--- config.mk ---
export PLATFORM = sky130hd
export DESIGN_NAME = rpc_region
export DESIGN_NICKNAME = d
export VERILOG_FILES = /design/src/logic/rpc_region.v
export VERILOG_INCLUDE_DIRS = /design/src /design/src/logic
export SDC_FILE = /design/constraint.sdc
export NUM_CORES = 1
export LEC_CHECK = 0
export ABC_AREA = 0
export BUFFER_PORTS_ARGS = -buffer_cell sky130_fd_sc_hd__buf_2
export CORE_UTILIZATION = 35
export CTS_BUF_LIST = sky130_fd_sc_hd__clkbuf_2
export DETAILED_ROUTE_END_ITERATION = 6
export PLACE_DENSITY = 0.71
export SLEW_MARGIN = 15
export SYNTH_ARGS = -nofsm -noshare
export SYNTH_HDL_FRONTEND = slang
export SYNTH_SLANG_ARGS = --single-unit
--- constraint.sdc ---
create_clock -name clk_i -period 2.3 [get_ports clk_i]
set_input_delay 0.115 -clock clk_i [delete_from_list [all_inputs] [get_ports clk_i]]
set_output_delay 0.115 -clock clk_i [all_outputs]
set_load 0.02 [all_outputs]
--- src/logic/rpc_map.vh ---
// rpc_map.vh: offsets, field positions, reset values and encodings of the region checker
// assumes: included by the checker and its region store, all byte offsets on a 32-bit bus
`ifndef RPC_MAP_VH
`define RPC_MAP_VH
// register byte offsets
`define RPC_OFF_CTRL 8'h00
`define RPC_OFF_RNUM 8'h04
`define RPC_OFF_BASE 8'h08
`define RPC_OFF_LIMIT 8'h0C
`define RPC_OFF_ATTR0 8'h10
`define RPC_OFF_ATTR1 8'h14
`define RPC_OFF_FSTAT 8'h18
`define RPC_OFF_FADDR 8'h1C
`define RPC_OFF_HCTRL 8'h20
`define RPC_OFF_DMON 8'h24
`define RPC_OFF_TYPE 8'h28
// control bits
`define RPC_CTRL_EN 0
`define RPC_CTRL_HPE 1
`define RPC_CTRL_BGEN 2
// base register fields
`define RPC_BASE_XN 0
`define RPC_BASE_APW 1
`define RPC_BASE_APU 2
// limit register fields
`define RPC_LIM_EN 0
`define RPC_LIM_PXN 4
// fault status bits
`define RPC_FS_IACC 0
`define RPC_FS_DACC 1
`define RPC_FS_UNSTK 3
`define RPC_FS_STK 4
`define RPC_FS_LSP 5
`define RPC_FS_FAVALID 7
// handler control and debug monitor bits
`define RPC_HC_MVEN 16
`define RPC_DM_CMEM 4
`define RPC_DM_CEXC 9
// access kinds
`define RPC_K_NORMAL 3'h0
`define RPC_K_STACK 3'h1
`define RPC_K_UNSTACK 3'h2
`define RPC_K_LAZYFP 3'h3
`define RPC_K_VECTOR 3'h4
`define RPC_K_DBG_UDE 3'h5
`define RPC_K_DBG_OTHER 3'h6
// address map and attributes
`define RPC_SYS_BASE 32'hE0000000
`define RPC_PPB_LAST 32'hE00FFFFF
`define RPC_CODE_LAST 32'h3FFFFFFF
`define RPC_ATTR_STRONG 8'h00
`define RPC_ATTR_EARLY 8'h04
`define RPC_ATTR_NORMAL 8'hFF
// geometry and reset values
`define RPC_REGIONS 4
`define RPC_TYPE_VAL 32'h00000404
`define RPC_RST_WORD 32'h00000000
`define RPC_RESP_OK 2'b00
`define RPC_RESP_ERR 2'b10
`endif

--- src/logic/rpc_region.v ---
// rpc_region.v: one protection region, its base and limit words and its address match
// assumes: written by the checker's bus slave with byte lanes already merged
`include "rpc_map.vh"
module rpc_region (
  // clock and reset
  input wire clk_i,
  input wire rstn_i,
  // programming
  input wire wr_base_i,
  input wire wr_limit_i,
  input wire [31:0] wdata_i,
  // lookup
  input wire [31:0] addr_i,
  output wire [31:0] base_o,
  output wire [31:0] limit_o,
  output wire hit_o
);
  reg [31:0] base_reg;
  reg [31:0] limit_reg;

  // region words, both cleared so a region starts disabled
  always @(posedge clk_i or negedge rstn_i) begin
    if (!rstn_i) begin
      base_reg <= `RPC_RST_WORD;
      limit_reg <= `RPC_RST_WORD;
    end else begin
      if (wr_base_i) begin
        base_reg <= wdata_i;
      end
      if (wr_limit_i) begin
        limit_reg <= wdata_i;
      end
    end
  end

  // 32-byte granules, limit inclusive
  assign hit_o = limit_reg[`RPC_LIM_EN] && (addr_i[31:5] >= base_reg[31:5]) &&
    (addr_i[31:5] <= limit_reg[31:5]);
  assign base_o = base_reg;
  assign limit_o = limit_reg;
endmodule // rpc_region
# ---- Word-level counts from Yosys, hierarchy flattened
# Index checks and enable logic that the tools add are counted.
# W data, S select, Z words.
dict set report word_totals {
  regBits 64
  in_bits 68
  out_inout_bits 65
  word_cells 6
}
dict set report op_classes {
  n_lt_le_gt_ge 2
  reduce_logical 2
}
# op count
set ops {}
lappend ops {{$ge A27 B27 Y1} 1}
lappend ops {{$le A27 B27 Y1} 1}
lappend ops {{$logic_and A1 B1 Y1} 2}

# ---- Depth between registers and ports, before layout
# Gate-level depths: netlist of the first run.
dict set report depth {
  ltp_word 3
  mapped_depth 8
  depth_no_buf 8
}

# ---- Worst setup path after synthesis of the first run
# OpenSTA, ideal clock, no wires.
dict set report synth_timing {
  path_type {reg2out}
  start {register limit_reg[23], in the netlist limit_o[23]}
  end {output hit_o}
  arrival_time_ns 1.946
  t_required_ns 2.185
  setup_slack_ns 0.239
  stages_incl_launch_ff 9
  path_buffers 0
  cell_sequence {dfrtp_1 inv_1 ha_1 a21oi_2 o21a_1 o221a_1 o21ai_2 a2111oi_4 o221a_1}
}
dict set report synth_via {
  elab_chain_cells 2
}
# element line_no
set synth_rtl {}
lappend synth_rtl {{start, declared} rpc_region.v:19} ;# reg [31:0] limit_reg;
lappend synth_rtl {{start signal, assigned} rpc_region.v:25} ;# limit_reg <= `RPC_RST_WORD;
lappend synth_rtl {{start signal, assigned} rpc_region.v:31} ;# limit_reg <= wdata_i;
lappend synth_rtl {{$le A27 B27 Y1} rpc_region.v:38} ;# (addr_i[31:5] <= limit_reg[31:5]);
lappend synth_rtl {{$logic_and A1 B1 Y1} rpc_region.v:37} ;# assign hit_o = limit_reg[`RPC_LIM_EN] && (addr_i[31:5] >= base_reg[31:5]) &&
lappend synth_rtl {{end, declared} rpc_region.v:16} ;# output wire hit_o
# Every way passes these cells.

# ---- Final worst setup path of the first run
dict set report layout_timing {
  start {register base_reg[17], in the netlist base_o[17]}
  end {output hit_o}
}
dict set report layout_via {
  elab_chain_cells 3
}
# element line_no
set layout_rtl {}
lappend layout_rtl {{start, declared} rpc_region.v:18} ;# reg [31:0] base_reg;
lappend layout_rtl {{start signal, assigned} rpc_region.v:24} ;# base_reg <= `RPC_RST_WORD;
lappend layout_rtl {{start signal, assigned} rpc_region.v:28} ;# base_reg <= wdata_i;
lappend layout_rtl {{$ge A27 B27 Y1} rpc_region.v:37}
lappend layout_rtl {{$logic_and A1 B1 Y1 (2 in a row)} rpc_region.v:37}
# Every way passes these cells.

==> summary.txt, run 1 <==
Outcome
  • Status: complete, but fails checks
  • Failing checks: negative setup slack

Synth
  • Ys Warns: 0
  • Largest family of logic cells by synthesized area: adder cells
  • Syn_nets: 501
  • Post-Syn Area per Cell: 9.51 um^2
  • Top_reg_cell synth: dfrtp_1
  • Largest cells by area after synthesis: dfrtp_1 44%, ha_1 19%, o21ai_0 8.0%
  • Top post-synthesis cells by count: 64 x dfrtp_1, 60 x nand2_1, 58 x o21ai_0
  • Yosys top cell by area: dfrtp_1
  • Yosys top cell area share: 44.4%
  • EDFF count, synth: 0
  • Yosys cell types: 28
  • Mux cell area share after synthesis: 3.75%
  • FF+latch count, synth: 64
  • Mapped cell area: 0.00361 mm^2
  • Top-count cell post-synth: dfrtp_1
  • Post-synthesis sequential area ratio: 44.4%
  • Post-synthesis compound-gate area fraction: 16.0%
  • Adder-Cell Fraction of Synth Area: 18.7%
  • Simple-gate portion of the synthesized area: 10.4%
  • Async set-reset flop share out of synthesis: 100%
  • Mapped Cells: 379
  • Post-Synth XOR/XNOR Area: 0%

Floorplanning
  • FP Rows: 36
  • Core Box Area: 0.00986 mm^2
  • Die Area: 0.0107 mm^2
  • I/O pin cnt: 133
  • Starting density of the core: 36.6%
  • Die width: 104 um
  • Die Ht: 104 um

Timing
  • Setup ws final: -221 ps
  • Setup violators final: 1
  • RSZ-0062 raised after global routing: yes
  • Slew headroom: 53.2%
  • Worst Skew: 0 ps
  • Slew @ Worst Pin: 703 ps
  • Final worst-path cycle share: 110%
  • Hold Vio Cnt, Final: 0
  • Slew Limit Fails: 0
  • Max frequency: 397 MHz
  • Min Tclk post-route: 2520 ps

Route
  • Post-DRT Antenna Nets: 0
  • DR vias: 3321
  • Total Wirelength: 10200 um
  • Vias/cell: 4.86
  • DR WL/cell: 14.9 um
  • DR DRC count: 0
  • Initial detailed-routing violation count: 129
  • 1st-pass router iterations: 4

CTS
  • Number of CTS-inserted buffers: 9
  • TritonCTS clock tree: done
  • Root Buffer: clkbuf_2
  • Longest Clk Path Bufs: 2
  • H-tree levels: 3
  • Clock slew seen by the registers of the worst setup and hold paths: 170 ps
  • Worst skew pair latency: 490 ps
  • Sink Count: 64

Place
  • Global placement routability congestion: 0.832
  • Dpl ws: 190 ps
  • Port Buffers: 127
  • Placed Cells: 630
  • DPL Wire Length: 7300 um

Critical path
  • Crit path arrival time: 2410 ps
  • WS Path Type: register to output pin
  • CP required: 2180 ps
  • Worst Setup Start Kind: register
  • Worst Path Max Fanout: 2
  • Crit. End Element: output pin

GRT
  • GR Util met1: 23.6%
  • GRT Resource Usage Total: 19.9%
  • Largest net degree at the start of global routing: 39
  • Initial antenna violation count: 0
  • Global Route met3 Usage: 5.29%
  • First-pass GRT wire length: 16800 um
  • Vias in the first global route: 3486
  • GR peak layer: met2
  • Grt total ovfl: 0
  • Met2 usage: 34.3%

Final layout
  • Layout Cells excl Fill: 683
  • Nets: 670
  • P&R area growth vs syn: 40.8%
  • Layout cells sized above 1: 38.0%
  • Antenna fix cells: 0

Power
  • VDD IR max: 0.000294 V
  • Power Dens Cells: 545 mW/mm^2
  • LEAKAGE: 2.55 nW

Min path
  • Worst min-delay path category: input port to register

Job
  • Max_cap viols: 0
-- cell type report --
cell class,count,area [um^2]
Sequential cell,64,1600
Inverter,53,199
Clock buffer,11,55.1
Fill cell,909,4790
Timing Repair Buffer,170,1060
Multi-Input combinational cell,250,1990
Tap cell,133,166
Clock inverter,2,10.0
-- cells by family after synthesis --
logic type	count (synthesis)
adders and majority gates	54
muxes	12
AOI/OAI and AO/OA	97
DFF	64
buffers and inverters	65
and+or+nand+nor	87
-- critical path, stage by stage, from the launching register on --
cell     delay [ps]
dfrtp_1         440
inv_2            90
ha_4            200
a21o_1          140
a21o_1          170
a21oi_1         120
o21ai_1          90
a221o_1         310
o221a_1         220
buf_6           140
-- sequential cells by signal, summed over array words and instances (netlist names) --
signal	cells
base_o	32
limit_o	32
-- power by group --
part	switching [mW]	total (mW)	leakage, nW	internal [mW]
clock network	0.400	0.531	0.0535	0.131
logic	0.547	0.952	1.73	0.405
registers	0.0585	1.29	0.772	1.23
-- path summary, 6_finish.rpt --
| kind | start | endpoint | slack [ps] | cells past startpoint |
|---|---|---|---|---|
| worst max register to register | base_o[17] | base_o[17] | 1450 | 3 |
| max in group asynchronous | rstn_i | base_o[26] | 1480 | 3 |
| min in group asynchronous | rstn_i | base_o[13] | 140 | 2 |
| worst min-delay path | wr_limit_i | limit_o[29] | 60 | 3 |
| worst max-delay path | base_o[17] | hit_o | -220 | 9 |
| worst min register to register | limit_o[2] | limit_o[2] | 530 | 1 |
-- stage by stage --
step | hold slack (ps) | total power [mW] | area [um^2] | utilization [%] | TNS (ps)
after floorplan | -181 | 1.79 | 3610 | - | 0
after global routing | 54.2 | 2.96 | 5080 | 51.5 | -387
final | 64.1 | 2.77 | 5080 | 51.5 | -221
after detailed placement | 166 | 2.12 | 4400 | 44.6 | 0
after CTS | 17.1 | 2.75 | 4980 | 50.5 | -265
after global placement | 169 | 2.08 | 4400 | 44.6 | 0
-- routing by layer --
metal,vias up,wire length [um]
li1,1627,-
met1,1558,4380
met2,115,5040
met3,21,550
met4,0,239
met5,-,0
-- placed cells by master, fill, tap and decap left out --
master,Yosys,layout
a2111oi_4,1,1
a211oi_1,3,1
a211oi_2,0,2
a21o_1,6,6
a21oi_1,19,14
a21oi_2,2,7
a21oi_4,1,1
a221o_1,1,1
and3_1,1,1
buf_12,0,1
buf_2,0,126
buf_4,0,9
buf_6,0,1
clkbuf_2,0,11
clkinv_2,0,2
dfrtp_1,64,64
dlygate4sd3_1,0,33
ha_1,54,39
ha_2,0,1
ha_4,0,14
inv_1,53,37
inv_2,0,16
mux2_2,12,12
nand2_1,60,60
nand2b_1,1,1
nand3_1,5,5
nand3b_1,1,1
nand4_1,10,10
nor2_1,4,4
nor3_1,4,2
nor3_2,0,2
nor4_2,0,1
o21a_1,1,1
o21ai_0,58,54
o21ai_1,1,4
o21ai_2,1,2
o221a_1,2,2
o31ai_1,1,1
-- repair_timing --
item	4_1_cts	5_1_grt
buffers inserted	3	4
resized for setup	30	18
hold endpoints to repair	90	0
pin swaps	17	12
hold buffers	33	0
setup endpoints to repair	1	1
(Power assumes the default switching activity.)
==> run 2: changes to the inputs <==
--- a/config.mk
+++ b/config.mk
@@ -12,6 +12,8 @@
 export CTS_BUF_LIST = sky130_fd_sc_hd__clkbuf_2
 export DETAILED_ROUTE_END_ITERATION = 6
 export PLACE_DENSITY = 0.71
+export RECOVER_POWER = 25
+export REMOVE_ABC_BUFFERS = 1
 export SLEW_MARGIN = 15
 export SYNTH_ARGS = -nofsm -noshare
 export SYNTH_HDL_FRONTEND = slang
==> run 2 against run 1 <==
The run still ends with negative setup slack left. Critical path depth unchanged. Sequential power is essentially flat. Sequential share of layout area is 0.40 points higher. Largest cell class unchanged. Highest routed layer unchanged.
==> summary.txt, run 2 (synthesis results as in run 1) <==
Final layout
  • Most frequent cells in the layout: 126 x buf_2, 64 x dfrtp_1, 59 x nand2_1 (was 126 x buf_2, 64 x dfrtp_1, 60 x nand2_1)
  • Nets: 671 (was 670)
  • Most common cell after layout, fill and taps aside: buf_2 (unchanged)
  • Fin util: 50.8% (was 51.5%)
  • Antenna fix cells: 0 (unchanged)
  • Fillers: 928 (was 909)
  • P&R area growth vs syn: 39.1% (was 40.8%)
  • Layout cells sized above 1: 33.4% (was 38.0%)

GRT
  • First-pass GRT wire length: 15500 um (was 16800 um)
  • GRT Resource Usage Total: 18.4% (was 19.9%)
  • Vias in the first global route: 3311 (was 3486)
  • Largest net degree at the start of global routing: 65 (was 39)
  • Initial antenna violation count: 0 (unchanged)
  • Grt total ovfl: 0 (unchanged)

Timing
  • Min Tclk post-route: 2550 ps (was 2520 ps)
  • RSZ-0062 raised after global routing: yes (unchanged)
  • Max frequency: 391 MHz (was 397 MHz)
  • Slew @ Worst Pin: 820 ps (was 703 ps)
  • Slew headroom: 45.3% (was 53.2%)
  • Hold Vio Cnt, Final: 0 (unchanged)
  • Worst Skew: 0 ps (unchanged)
  • Final worst-path cycle share: 111% (was 110%)
  • Post-route setup TNS: -254 ps (was -221 ps)
  • Setup ws final: -254 ps (was -221 ps)
  • Fin Hold WS: 166 ps (was 64.1 ps)
  • Setup violators final: 1 (unchanged)
  • Slew Limit Fails: 0 (unchanged)

Outcome
  • Status: complete, but fails checks (unchanged)
  • Failing checks: negative setup slack (unchanged)

CTS
  • Sink Count: 64 (unchanged)
  • Longest Clk Path Bufs: 2 (unchanged)
  • Clock slew seen by the registers of the worst setup and hold paths: 170 ps (about the same)
  • TritonCTS clock tree: done (unchanged)
  • Root Buffer: clkbuf_2 (unchanged)
  • Worst skew pair latency: 490 ps (about the same)
  • H-tree levels: 3 (unchanged)
  • Number of CTS-inserted buffers: 9 (unchanged)

Critical path
  • Flop2flop setup slack: 1500 ps (was 1450 ps)
  • Crit path arrival time: 2440 ps (was 2410 ps)
  • FF-to-FF path depth: 1 (was 3)
  • WS Path Type: register to output pin (unchanged)
  • CP required: 2180 ps (about the same)
  • Worst Setup Start Kind: register (unchanged)
  • Crit. End Element: output pin (unchanged)
  • Worst reg2reg startpoint: limit_o[0] (was base_o[17])
  • R2R Path End: limit_o[0] (was base_o[17])
  • Worst Path Max Fanout: 3 (was 2)

Route
  • 1st-pass router iterations: 4 (unchanged)
  • Vias/cell: 4.81 (was 4.86)
  • Total Wirelength: 9600 um (was 10200 um)
  • Initial detailed-routing violation count: 99 (was 129)
  • DR DRC count: 0 (unchanged)
  • DR vias: 3302 (was 3321)
  • DR WL/cell: 14.0 um (was 14.9 um)
  • Post-DRT Antenna Nets: 0 (unchanged)

Floorplanning
  • FP Rows: 36 (unchanged)
  • Die Area: 0.0107 mm^2 (unchanged)
  • Core Box Area: 0.00986 mm^2 (unchanged)
  • Die Ht: 104 um (unchanged)
  • I/O pin cnt: 133 (unchanged)
  • Starting density of the core: 36.6% (unchanged)
  • Die width: 104 um (unchanged)

Power
  • LEAKAGE: 2.61 nW (was 2.55 nW)
  • VDD IR max: 0.000295 V (was 0.000294 V)
  • Power Dens Cells: 586 mW/mm^2 (was 545 mW/mm^2)
  • Power Total: 2.94 mW (was 2.77 mW)

Job
  • Max_cap viols: 0 (unchanged)

Min path
  • Hold Path Cell Cnt: 3 (unchanged)
  • Hold_sp: wr_base_i (was wr_limit_i)
  • Hold Crit Endpoint: base_o[17] (was limit_o[29])
  • Worst min-delay path category: input port to register (unchanged)

Place
  • Port Buffers: 127 (unchanged)
  • DPL Wire Length: 7000 um (was 7300 um)
  • Global placement routability congestion: 0.867 (was 0.832)
  • Dpl ws: 144 ps (was 190 ps)
run 2: cell count changes in the layout (fill, tap and decap cells not counted), sizes merged:
cell and change:
buf +1, bufinv +2, clkinv +1
run 2: per-layer routing:
metal	global-route usage (%)	vias to the layer above	part of all wire (%)
li1	-	1633	-
met5	0	-	0
met3	3.84	11	5.4
met2	32.1	100	50
met4	7.25	0	1.5
met1	22.1	1558	43
run 2: worst max path at each step:
stage                           start  endpoint  slack (ps)  depth (start not counted)
after floorplan           limit_o[23]     hit_o         240                          8
after global placement    limit_o[23]     hit_o         180                          9
after detailed placement  limit_o[23]     hit_o         140                          9
after CTS                 limit_o[23]     hit_o        -340                          9
after global routing      limit_o[21]     hit_o        -420                          9
final                     limit_o[23]     hit_o        -250                          9
run 2: area by class of cell:
| type | count | area, um^2 | area share [%] |
|---|---|---|---|
| Tap cell | 133 | 166 | 3.32 |
| Multi-Input combinational cell | 250 | 1870 | 37.2 |
| Sequential cell | 64 | 1600 | 31.9 |
| Inverter | 53 | 199 | 3.97 |
| Clock buffer | 11 | 55.1 | 1.10 |
| Clock inverter | 5 | 71.3 | 1.42 |
| Timing Repair Buffer | 171 | 1050 | 21.0 |
run 2: critical path, cell delays in order (launching register included):
cell and delay, ps:
dfrtp_1 410, inv_2 60, ha_4 280, nand2_2 40
o21a_1 200, o221a_1 270, o21ai_4 210, o21ai_2 70
o221a_1 270, buf_6 130
run 2: through the flow:
step	cells	area (um^2)
2_1_floorplan	367	3560
3_3_place_gp	632	4400
3_5_place_dp	632	4400
4_1_cts	682	4920
5_1_grt	687	5010
6_report	687	5010
run 2: timing repair:
| item | CTS | global route |
|---|---|---|
| resized for setup | 11 | 11 |
| pin swaps | 10 | 12 |
| endpoints found under the setup margin | 1 | 1 |
| endpoints found under the hold margin | 128 | 0 |
| gates cloned | 0 | 0 |
| hold buffers | 33 | 0 |
| buffers inserted | 1 | 5 |
run 2: report_power, final:
group          switching [mW]  total (mW)  internal, mW
combinational           0.527       0.905         0.379
clock                   0.392       0.751         0.360
sequential             0.0567        1.28          1.23
total                   0.975        2.94          1.97
